## config.mk

```make
export PLATFORM = sky130hd
export DESIGN_NAME = ch2_vds_readout_overcurrent_cooldown
export DESIGN_NICKNAME = d
export VERILOG_FILES = /design/src/ch2_prot_pkg.sv /design/src/oc_delay_timer.sv /design/src/ch2_vds_readout_overcurrent_cooldown.sv
export VERILOG_INCLUDE_DIRS = /design/src
export SDC_FILE = /design/constraint.sdc
export NUM_CORES = 1
export LEC_CHECK = 0
export ABC_AREA = 0
export BUFFER_PORTS_ARGS = -buffer_cell sky130_fd_sc_hd__buf_2
export CAP_MARGIN = 5
export CORE_AREA = 4 4 111 113
export DETAILED_ROUTE_END_ITERATION = 10
export DIE_AREA = 0 0 115 117
export PLACE_DENSITY_LB_ADDON = 0.1
export RECOVER_POWER = 25
export SETUP_SLACK_MARGIN = 0.5
export SYNTH_ARGS = -nofsm -noshare
export SYNTH_HDL_FRONTEND = slang
export SYNTH_SLANG_ARGS = --single-unit
```

## constraint.sdc

```tcl
create_clock -name core_clk_i -period 3.1 [get_ports core_clk_i]
set_input_delay 0.31 -clock core_clk_i [delete_from_list [all_inputs] [get_ports core_clk_i]]
set_output_delay 0.31 -clock core_clk_i [all_outputs]
set_load 0.02 [all_outputs]
```

## src/ch2_prot_params.svh

```systemverilog
// Offsets, field positions, reset values and timing counts for the channel-2 protection block.
`ifndef CH2_PROT_PARAMS_SVH
`define CH2_PROT_PARAMS_SVH

// ----------------------------------------------------------------------------
// Register offsets and reset values
// ----------------------------------------------------------------------------
`define CH2_ADDR_W 8
`define CH2_VDS_RESULT_OFFSET 8'h1d
`define CH2_PROT_CONFIG_OFFSET 8'h1e
`define CH2_VDS_RESULT_RESET 16'hf800
`define CH2_PROT_CONFIG_RESET 16'h0000
`define CH2_VDS_RSVD_FILL 5'h1f
`define CH2_CONFIG_WR_MASK 16'hc7ff

// ----------------------------------------------------------------------------
// Field positions
// ----------------------------------------------------------------------------
`define VDS_FRESH_BIT 10
`define VDS_VALUE_MSB 9
`define VDS_VALUE_W 10
`define COOL_SEL_MSB 15
`define COOL_SEL_LSB 14
`define DLY_SEL_MSB 10
`define DLY_SEL_LSB 9
`define CUR_SEL_MSB 8
`define CUR_SEL_LSB 7
`define TRIP_MSB 6
`define TRIP_LSB 3
`define NOM_MSB 2
`define NOM_LSB 0

// ----------------------------------------------------------------------------
// Timing
// ----------------------------------------------------------------------------
`define CORE_CLK_HZ 20000000.0
`define OC_DLY0_MS 0.2
`define OC_DLY1_MS 0.4
`define OC_DLY2_MS 1.0
`define OC_DLY3_MS 2.0
`define COOL1_S 0.8
`define COOL2_S 2.0
`define COOL3_S 4.0
`define MS_TO_CYC(t) $rtoi($ceil((t) * `CORE_CLK_HZ / 1000.0))
`define S_TO_CYC(t) $rtoi($ceil((t) * `CORE_CLK_HZ))
`define OC_CNT_W 16
`define COOL_CNT_W 27

`endif

```

## src/ch2_prot_pkg.sv

```systemverilog
// Types shared by the channel-2 protection block.
`include "ch2_prot_params.svh"
package ch2_prot_pkg;

  typedef enum logic [1:0] {COOL_IDLE, COOL_HOLD, COOL_RUN} cool_state_t;

  typedef struct packed {
    logic over_meta;
    logic over_sync;
    logic [`VDS_VALUE_W-1:0] vds_value;
    logic vds_fresh;
    logic [15:0] cfg;
    cool_state_t cool;
    logic [`COOL_CNT_W-1:0] cool_cnt;
    logic retry;
    logic [15:0] rdata;
  } prot_state_t;

  typedef struct packed {
    logic [`OC_CNT_W-1:0] cnt;
    logic fired;
    logic trip;
  } oc_timer_state_t;

endpackage : ch2_prot_pkg

```

## src/oc_delay_timer.sv

```systemverilog
// Overcurrent persistence timer for channel 2.
`timescale 1ns/1ps
`include "ch2_prot_params.svh"
module oc_delay_timer #(
  parameter int unsigned D0_CYC = 4000,
  parameter int unsigned D1_CYC = 8000,
  parameter int unsigned D2_CYC = 20000,
  parameter int unsigned D3_CYC = 40000
) (
  input wire logic core_clk_i,
  input wire logic rst_n_i,
  input wire logic ce_i,
  input wire logic over_i,
  input wire logic [1:0] sel_i,
  output logic trip_o
);

  ch2_prot_pkg::oc_timer_state_t st;
  ch2_prot_pkg::oc_timer_state_t next_st;
  logic [`OC_CNT_W-1:0] lim;

  // --------------------------------------------------------------------------
  // Timer
  // --------------------------------------------------------------------------
  always_comb begin
    unique case (sel_i)
      2'h0: lim = `OC_CNT_W'(D0_CYC);
      2'h1: lim = `OC_CNT_W'(D1_CYC);
      2'h2: lim = `OC_CNT_W'(D2_CYC);
      2'h3: lim = `OC_CNT_W'(D3_CYC);
    endcase
  end

  // Any dip below the threshold restarts the count, so only a continuous excess trips.
  always_comb begin
    next_st = st;
    next_st.trip = 1'b0;
    if (!over_i) begin
      next_st.cnt = '0;
      next_st.fired = 1'b0;
    end else if (!st.fired) begin
      if (st.cnt >= lim - `OC_CNT_W'(1)) begin
        next_st.fired = 1'b1;
        next_st.trip = 1'b1;
      end else begin
        next_st.cnt = st.cnt + `OC_CNT_W'(1);
      end
    end
  end

  always_ff @(posedge core_clk_i) begin
    if (!rst_n_i) begin
      st <= '0;
    end else if (ce_i) begin
      st <= next_st;
    end
  end

  assign trip_o = st.trip;

  // --------------------------------------------------------------------------
  // Checks
  // --------------------------------------------------------------------------
  property p_oc_trip_at_limit;
    @(posedge core_clk_i) disable iff (!rst_n_i)
    ce_i && over_i && !st.fired && st.cnt == lim - `OC_CNT_W'(1) |=> trip_o;
  endproperty
  a_oc_trip_at_limit: assert property (p_oc_trip_at_limit) else $error("no trip at limit");

  property p_oc_drop_resets;
    @(posedge core_clk_i) disable iff (!rst_n_i)
    ce_i && !over_i |=> st.cnt == '0 && !trip_o;
  endproperty
  a_oc_drop_resets: assert property (p_oc_drop_resets) else $error("dip did not reset");

  property p_oc_trip_needs_count;
    @(posedge core_clk_i) disable iff (!rst_n_i)
    $rose(trip_o) |-> $past(st.cnt) == $past(lim) - `OC_CNT_W'(1) && $past(over_i);
  endproperty
  a_oc_trip_needs_count: assert property (p_oc_trip_needs_count) else $error("early trip");

  c_oc_trip: cover property (@(posedge core_clk_i) disable iff (!rst_n_i) trip_o);

endmodule : oc_delay_timer

```

## src/ch2_vds_readout_overcurrent_cooldown.sv

```systemverilog
// Channel-2 drain-source result register, overcurrent delay and cool-down control.
`timescale 1ns/1ps
`include "ch2_prot_params.svh"
// Function
// Fresh flag set on each new conversion.
// Result register carries 10-bit conversion in 9:0.
// Cool-down codes: indefinite, 0.8, 2.0, 4.0 s.
// Indefinite code: stay off, never retry alone.
// Host rewrites finite code to restart channel.
// Delay codes: 0.2, 0.4, 1.0, 2.0 ms.
// Off only if current stays above for delay.
// Threshold codes select 19.55/17.6/16.05/13.3 A.
// Read clears fresh flag; writes leave it.
// Fuse trip and nominal fields locked in cool-down.
module ch2_vds_readout_overcurrent_cooldown #(
  parameter int unsigned OC_DLY0_CYC = `MS_TO_CYC(`OC_DLY0_MS),
  parameter int unsigned OC_DLY1_CYC = `MS_TO_CYC(`OC_DLY1_MS),
  parameter int unsigned OC_DLY2_CYC = `MS_TO_CYC(`OC_DLY2_MS),
  parameter int unsigned OC_DLY3_CYC = `MS_TO_CYC(`OC_DLY3_MS),
  parameter int unsigned COOL1_CYC = `S_TO_CYC(`COOL1_S),
  parameter int unsigned COOL2_CYC = `S_TO_CYC(`COOL2_S),
  parameter int unsigned COOL3_CYC = `S_TO_CYC(`COOL3_S)
) (
  input wire logic core_clk_i,
  input wire logic rst_n_i,
  input wire logic ce_i,
  input wire logic reg_rd_i,
  input wire logic reg_wr_i,
  input wire logic [`CH2_ADDR_W-1:0] reg_addr_i,
  input wire logic [15:0] reg_wdata_i,
  output logic [15:0] reg_rdata_o,
  input wire logic vds_valid_i,
  input wire logic [`VDS_VALUE_W-1:0] vds_value_i,
  input wire logic over_threshold_i,
  input wire logic fuse_trip_i,
  output logic [1:0] ch2_delayed_off_current_select_o,
  output logic [3:0] ch2_fuse_trip_level_o,
  output logic [2:0] ch2_fuse_nominal_current_o,
  output logic ch2_overcurrent_off_o,
  output logic ch2_fuse_off_o,
  output logic ch2_fuse_retry_o
);

  // --------------------------------------------------------------------------
  // Parameter checks
  // --------------------------------------------------------------------------
  localparam longint unsigned COOL_MAX = 64'd1 << `COOL_CNT_W;
  localparam longint unsigned OC_MAX = 64'd1 << `OC_CNT_W;

  if (COOL1_CYC < 1 || COOL2_CYC < 1 || COOL3_CYC < 1 ||
      COOL1_CYC >= COOL_MAX || COOL2_CYC >= COOL_MAX || COOL3_CYC >= COOL_MAX) begin : g_bad_cool
    $error("cool-down count out of range");
  end
  if (OC_DLY0_CYC < 1 || OC_DLY1_CYC < 1 || OC_DLY2_CYC < 1 || OC_DLY3_CYC < 1 ||
      OC_DLY0_CYC >= OC_MAX || OC_DLY1_CYC >= OC_MAX || OC_DLY2_CYC >= OC_MAX ||
      OC_DLY3_CYC >= OC_MAX) begin : g_bad_oc
    $error("overcurrent delay count out of range");
  end

  // --------------------------------------------------------------------------
  // State
  // --------------------------------------------------------------------------
  ch2_prot_pkg::prot_state_t st;
  ch2_prot_pkg::prot_state_t next_st;
  logic [1:0] cool_sel;
  logic [`COOL_CNT_W-1:0] cool_lim;
  logic rd_vds;
  logic wr_cfg;
  logic [15:0] cfg_wr;

  assign cool_sel = st.cfg[`COOL_SEL_MSB:`COOL_SEL_LSB];
  assign rd_vds = reg_rd_i && reg_addr_i == `CH2_VDS_RESULT_OFFSET;
  assign wr_cfg = reg_wr_i && reg_addr_i == `CH2_PROT_CONFIG_OFFSET;

  always_comb begin
    unique case (cool_sel)
      2'h0: cool_lim = '0;
      2'h1: cool_lim = `COOL_CNT_W'(COOL1_CYC);
      2'h2: cool_lim = `COOL_CNT_W'(COOL2_CYC);
      2'h3: cool_lim = `COOL_CNT_W'(COOL3_CYC);
    endcase
  end

  // --------------------------------------------------------------------------
  // Next state
  // --------------------------------------------------------------------------
  always_comb begin
    next_st = st;
    next_st.retry = 1'b0;
    // The comparator output is asynchronous to the core clock.
    next_st.over_meta = over_threshold_i;
    next_st.over_sync = st.over_meta;

    // Read data is captured before the flag clears, so a read sees the flag it clears.
    next_st.rdata = 16'h0000;
    if (reg_rd_i) begin
      if (reg_addr_i == `CH2_VDS_RESULT_OFFSET) begin
        next_st.rdata = {`CH2_VDS_RSVD_FILL, st.vds_fresh, st.vds_value};
      end else if (reg_addr_i == `CH2_PROT_CONFIG_OFFSET) begin
        next_st.rdata = st.cfg;
      end
    end

    if (rd_vds) begin
      next_st.vds_fresh = 1'b0;
    end
    // A result landing in the cycle of the read wins over the clear.
    if (vds_valid_i) begin
      next_st.vds_value = vds_value_i;
      next_st.vds_fresh = 1'b1;
    end

    cfg_wr = reg_wdata_i & `CH2_CONFIG_WR_MASK;
    if (st.cool != ch2_prot_pkg::COOL_IDLE) begin
      cfg_wr[`TRIP_MSB:`NOM_LSB] = st.cfg[`TRIP_MSB:`NOM_LSB];
    end
    if (wr_cfg) begin
      next_st.cfg = cfg_wr;
    end

    unique case (st.cool)
      ch2_prot_pkg::COOL_IDLE: begin
        if (fuse_trip_i) begin
          next_st.cool_cnt = '0;
          next_st.cool = (cool_sel == 2'h0) ? ch2_prot_pkg::COOL_HOLD
                                            : ch2_prot_pkg::COOL_RUN;
        end
      end
      ch2_prot_pkg::COOL_HOLD: begin
        if (cool_sel != 2'h0) begin
          next_st.cool = ch2_prot_pkg::COOL_RUN;
          next_st.cool_cnt = '0;
        end
      end
      ch2_prot_pkg::COOL_RUN: begin
        if (cool_sel == 2'h0) begin
          next_st.cool = ch2_prot_pkg::COOL_HOLD;
        end else if (st.cool_cnt >= cool_lim - `COOL_CNT_W'(1)) begin
          next_st.cool = ch2_prot_pkg::COOL_IDLE;
          next_st.retry = 1'b1;
        end else begin
          next_st.cool_cnt = st.cool_cnt + `COOL_CNT_W'(1);
        end
      end
    endcase
  end

  always_ff @(posedge core_clk_i) begin
    if (!rst_n_i) begin
      st <= '{over_meta: 1'b0, over_sync: 1'b0, vds_value: '0, vds_fresh: 1'b0,
              cfg: `CH2_PROT_CONFIG_RESET, cool: ch2_prot_pkg::COOL_IDLE,
              cool_cnt: '0, retry: 1'b0, rdata: 16'h0000};
    end else if (ce_i) begin
      st <= next_st;
    end
  end

  // --------------------------------------------------------------------------
  // Overcurrent timer
  // --------------------------------------------------------------------------
  oc_delay_timer #(
    .D0_CYC(OC_DLY0_CYC),
    .D1_CYC(OC_DLY1_CYC),
    .D2_CYC(OC_DLY2_CYC),
    .D3_CYC(OC_DLY3_CYC)
  ) u_oc_delay_timer (
    .core_clk_i(core_clk_i),
    .rst_n_i(rst_n_i),
    .ce_i(ce_i),
    .over_i(st.over_sync),
    .sel_i(st.cfg[`DLY_SEL_MSB:`DLY_SEL_LSB]),
    .trip_o(ch2_overcurrent_off_o)
  );

  assign reg_rdata_o = st.rdata;
  assign ch2_delayed_off_current_select_o = st.cfg[`CUR_SEL_MSB:`CUR_SEL_LSB];
  assign ch2_fuse_trip_level_o = st.cfg[`TRIP_MSB:`TRIP_LSB];
  assign ch2_fuse_nominal_current_o = st.cfg[`NOM_MSB:`NOM_LSB];
  assign ch2_fuse_off_o = st.cool != ch2_prot_pkg::COOL_IDLE;
  assign ch2_fuse_retry_o = st.retry;

  // --------------------------------------------------------------------------
  // Checks
  // --------------------------------------------------------------------------
  property p_fresh_set;
    @(posedge core_clk_i) disable iff (!rst_n_i)
    ce_i && vds_valid_i |=> st.vds_fresh && st.vds_value == $past(vds_value_i);
  endproperty
  a_fresh_set: assert property (p_fresh_set) else $error("fresh flag not set");

  property p_fresh_clear;
    @(posedge core_clk_i) disable iff (!rst_n_i)
    ce_i && rd_vds && !vds_valid_i |=> !st.vds_fresh;
  endproperty
  a_fresh_clear: assert property (p_fresh_clear) else $error("read did not clear flag");

  property p_fresh_write_keeps;
    @(posedge core_clk_i) disable iff (!rst_n_i)
    ce_i && reg_wr_i && !reg_rd_i && !vds_valid_i |=> $stable(st.vds_fresh);
  endproperty
  a_fresh_write_keeps: assert property (p_fresh_write_keeps) else $error("write moved flag");

  property p_vds_read;
    @(posedge core_clk_i) disable iff (!rst_n_i)
    ce_i && rd_vds |=> reg_rdata_o == {`CH2_VDS_RSVD_FILL, $past(st.vds_fresh), $past(st.vds_value)};
  endproperty
  a_vds_read: assert property (p_vds_read) else $error("bad result read");

  property p_indef_entry;
    @(posedge core_clk_i) disable iff (!rst_n_i)
    ce_i && st.cool == ch2_prot_pkg::COOL_IDLE && fuse_trip_i && cool_sel == 2'h0
    |=> st.cool == ch2_prot_pkg::COOL_HOLD ##1 ch2_fuse_off_o;
  endproperty
  a_indef_entry: assert property (p_indef_entry) else $error("indefinite not held");

  property p_no_retry_from_hold;
    @(posedge core_clk_i) disable iff (!rst_n_i)
    $rose(ch2_fuse_retry_o)
    |-> $past(st.cool) == ch2_prot_pkg::COOL_RUN && $past(cool_sel) != 2'h0;
  endproperty
  a_no_retry_from_hold: assert property (p_no_retry_from_hold) else $error("retry w/o timer");

  property p_rewrite_restart;
    @(posedge core_clk_i) disable iff (!rst_n_i)
    ce_i && st.cool == ch2_prot_pkg::COOL_HOLD && cool_sel != 2'h0
    |=> st.cool == ch2_prot_pkg::COOL_RUN && st.cool_cnt == '0;
  endproperty
  a_rewrite_restart: assert property (p_rewrite_restart) else $error("no restart");

  property p_retry_at_limit;
    @(posedge core_clk_i) disable iff (!rst_n_i)
    ce_i && st.cool == ch2_prot_pkg::COOL_RUN && cool_sel != 2'h0 &&
    st.cool_cnt == cool_lim - `COOL_CNT_W'(1) |=> ch2_fuse_retry_o && !ch2_fuse_off_o;
  endproperty
  a_retry_at_limit: assert property (p_retry_at_limit) else $error("retry not at limit");

  property p_fuse_fields_locked;
    @(posedge core_clk_i) disable iff (!rst_n_i)
    ce_i && ch2_fuse_off_o && wr_cfg
    |=> $stable(ch2_fuse_trip_level_o) && $stable(ch2_fuse_nominal_current_o);
  endproperty
  a_fuse_fields_locked: assert property (p_fuse_fields_locked) else $error("fields changed");

  property p_cur_sel_write;
    @(posedge core_clk_i) disable iff (!rst_n_i)
    ce_i && wr_cfg |=> ch2_delayed_off_current_select_o == $past(reg_wdata_i[8:7]);
  endproperty
  a_cur_sel_write: assert property (p_cur_sel_write) else $error("threshold not stored");

  c_fresh_read: cover property (@(posedge core_clk_i) disable iff (!rst_n_i)
    st.vds_fresh && rd_vds);
  c_fuse_retry: cover property (@(posedge core_clk_i) disable iff (!rst_n_i)
    ch2_fuse_retry_o);
  c_hold_restart: cover property (@(posedge core_clk_i) disable iff (!rst_n_i)
    st.cool == ch2_prot_pkg::COOL_HOLD ##1 st.cool == ch2_prot_pkg::COOL_RUN);

endmodule : ch2_vds_readout_overcurrent_cooldown

```

==> impl_metrics.py <==
metrics = {
    "run_status": {
        "status": "finished clean",
    },
    "placement": {
        "dpl.hpwl_microns": 9670,
        "gp_congestion": 0.887,
        "preCtsSetupSlack_ns": 0.128,
        "portBuffers": 66,
    },
    "logic_synthesis": {
        "synth_top_family_by_area": "simple AND/OR/NAND/NOR gates",
        "syn_area_sq_um": 5050,
        "ys_seq_elements": 88,
        "yosysWarnings": 0,
        "synth_compound_area_share_pct": 19.8,
        "avgSynthCellArea_sq_um": 8.12,
        "netlist.top_cell.by_area": "dfxtp_1",
        "syn-num-nets": 702,
        "synth_edf_count": 0,
        "synth_ff_type": "dfxtp_1",
        "synth_mux_area_share_pct": 1.78,
        "yosys.cell_count.top_type": "nand2_1",
        "synthDistinctLibCells": 67,
        "synth-xor-area-share_pct": 0.520,
        "seq_area_frac_synth_pct": 34.9,
        "yosys-top-cells-count": "89 x nand2_1, 88 x dfxtp_1, 47 x nor2_1",
        "syn-instance-count": 622,
        "synth_adder_area_share_pct": 9.41,
        "synth_simple_gate_area_share_pct": 25.1,
        "synthArstFlopShare_pct": 0,
        "synthTopCellsByArea": "dfxtp_1 35%, ha_1 9.4%, nand2_1 6.6%, buf_4 4.2%, a21oi_1 4.1%",
        "synth_top_area_share_pct": 34.9,
    },
    "final_layout": {
        "nNetsFinal": 753,
        "drive_gt1_share_pct": 18.4,
        "area_growth_pct": 18.3,
        "insertedDiodeCount": 0,
    },
    "setup_path": {
        "r2r_slack_ns": 0.52,
        "crit_path_top_delay_cell": "dfxtp_4",
        "critical_path.endpoint": "st[26]",
        "crit_path_end_kind": "flop",
        "crit_type": "flop to flop",
        "arrival_ns": 2.84,
        "cp_num_buf_inv": 3,
        "cp.depth": 11,
        "rr_endpoint": "st[26]",
        "path_delay_family": "compound AO/OA/AOI/OAI gates",
        "crit_required_ns": 3.36,
        "worst-path-max-fanout": 5,
        "max_stage_delay_ns": 0.36,
        "cp-startpoint": "cool_sel[0]",
        "r2r_start": "cool_sel[0]",
        "critPathLaunchType": "flop",
        "path_cells": "inv_4, ha_4, inv_2, ha_1, and3_4, a221o_1, a31oi_2, nand4_1, buf_6, a211o_2, a211oi_1",
        "r2r_cells": 11,
    },
    "timing": {
        "period_share_pct": 83.3,
        "tightest_slew_ns": 0.829,
        "holdWs_ns": 0.195,
        "layout_setup_ws_ns": 0.519,
        "rsz0062_at_grt": "true",
        "fin_tns_setup_ns": 0,
        "setup_viol": 0,
        "fmax_mhz": 387,
        "relSlewSlack_pct": 44.2,
        "slew_violations": 0,
        "period_needed_ns": 2.58,
        "finalClockSkew_ns": 0.00592,
        "finalHoldViolCount": 0,
    },
    "global_route": {
        "antenna_found_initial": 0,
        "grt-ovfl-total": 0,
        "grt_pass1_vias": 4510,
        "grt_pass1_wl_microns": 22100,
        "grt_max_degree": 39,
        "grtUsageTotal_pct": 20.4,
    },
    "power": {
        "total_power_mw": 2.44,
        "powerDensity_nw_per_um2": 408,
        "leakage_nw": 2.23,
        "vdd_drop_max_uv": 329,
    },
    "detailed_routing": {
        "vias": 4794,
        "ant_nets": 0,
        "dr.first_iter.drc_count": 313,
        "drc": 0,
        "first_pass_iters": 5,
        "finalWirelength_microns": 13800,
        "wl_per_cell_microns": 16.8,
        "drt-vias-per-instance": 5.84,
    },
    "cts": {
        "hold_buffers": 0,
        "cts.clk_slew.worst_paths_ns": 0.07,
        "root_buffer": "clkbuf_16",
        "cts.sink_count": 88,
        "clkLatencyLatePin_ns": 0.35,
        "cts_tree": "built",
        "clockBufferDepth": 2,
        "htree_levels": 3,
        "cts_made_buffers": 9,
    },
    "floorplanning": {
        "fp.dieArea_sq_um": 13500,
        "initial_core_util_pct": 44.6,
        "rows": 39,
        "chipWidth_microns": 115,
        "pin_count": 70,
        "fp.dieH_microns": 117,
        "core_area_sq_um": 11300,
    },
    "run": {
        "cap_viol_max_count": 0,
    },
    "hold_path": {
        "hold_path_class": "input pin to flop",
    },
}
==> power by group <==
part	leakage, nW	internal (mW)	total [mW]	switching (mW)
sequential	0.712	1.14	1.15	0.00763
clock	0.139	0.629	1.10	0.472
combinational	1.38	0.0681	0.187	0.119
total	2.23	1.84	2.44	0.600
==> repair_timing <==
item                                    4_1_cts  5_1_grt
setup buffers                                 7        1
endpoints found under the setup margin       30       32
hold endpoints to repair                      0        0
pin swaps                                    13        9
gates resized for setup                      27       22
cloned                                        1        0
==> worst min-delay path, cell delays in order <==
cell	delay, ns
buf_2	0.10
nand2_1	0.04
a21oi_1	0.05
==> layer usage <==
layer | track usage, % | vias up | wire, microns
li1 | - | 2362 | -
met1 | 27.2 | 2269 | 6470
met2 | 33.1 | 141 | 6190
met3 | 3.55 | 22 | 858
met4 | 7.75 | 0 | 282
met5 | 0 | - | 0
==> layout make-up <==
class | count | area [sq um]
repair buffers | 91 | 522
fillers | 1067 | 5350
clock inverters | 6 | 67.6
flip-flops and latches | 88 | 1770
clock buffers | 10 | 229
well taps | 143 | 179
multi-input cells | 454 | 3090
inverters | 29 | 116
==> cells by family after synthesis <==
| group | count (synthesis) |
|---|---|
| AND/OR/NAND/NOR | 254 |
| other | 2 |
| adder cells (fa/ha/maj) | 38 |
| multiplexers | 9 |
| buffers and inverters | 80 |
| XOR/XNOR | 3 |
| AO/OA/AOI/OAI | 148 |
| flip-flops | 88 |
==> how the worst min path moves through the flow <==
stage,startpoint,to,depth (start not counted)
2_1_floorplan,st[63],st[63],2
3_3_place_gp,st[67],st[67],2
3_5_place_dp,st[69],st[69],2
4_1_cts,vds_value_i[5],st[68],3
5_1_grt,vds_value_i[7],st[70],3
6_report,vds_value_i[5],st[68],3
==> through the flow <==
step / area [sq um] / util [%] / cells
6_report: 5970 / 52.8 / 821
3_3_place_gp: 5390 / 47.6 / 796
4_1_cts: 5880 / 51.9 / 820
3_5_place_dp: 5390 / 47.6 / 796
5_1_grt: 5970 / 52.8 / 821
2_1_floorplan: 5070 / - / 622
==> cells in the final DEF, fill, tap and decap left out, types with 3 or more instances in the layout <==
cell | netlist | routed
inv_6 | 0 | 3
buf_4 | 28 | 18
o21a_1 | 4 | 4
a31oi_1 | 10 | 9
a21o_1 | 3 | 3
a211oi_1 | 4 | 3
inv_1 | 27 | 24
nand2_1 | 89 | 88
a222oi_1 | 11 | 11
a22oi_1 | 5 | 5
o211ai_1 | 10 | 10
nand3_1 | 33 | 33
clkbuf_1 | 14 | 29
a21oi_1 | 41 | 40
and3_1 | 5 | 5
o21ai_0 | 30 | 27
dfxtp_1 | 88 | 86
ha_2 | 0 | 3
nor4_1 | 8 | 7
nor2_1 | 47 | 45
nor3_1 | 12 | 12
buf_6 | 1 | 5
nand4_1 | 17 | 17
buf_2 | 8 | 38
clkbuf_16 | 0 | 9
ha_4 | 0 | 6
or3_1 | 7 | 7
nand2b_1 | 5 | 5
o21ai_1 | 0 | 3
o221ai_1 | 4 | 4
ha_1 | 38 | 29
and2_1 | 3 | 3
mux2i_1 | 9 | 9
==> sequential cells by signal (all words and copies together), names as in the netlist <==
register,flops
ch2_fuse_retry_o,1
u_oc_delay_timer.st,17
next_st,1
cool_sel,2
ch2_fuse_trip_level_o,4
st,43
ch2_delayed_off_current_select_o,2
u_oc_delay_timer.trip_o,1
ch2_fuse_nominal_current_o,3
reg_rdata_o,14
Note: power is estimated with default switching activity, not from simulation.
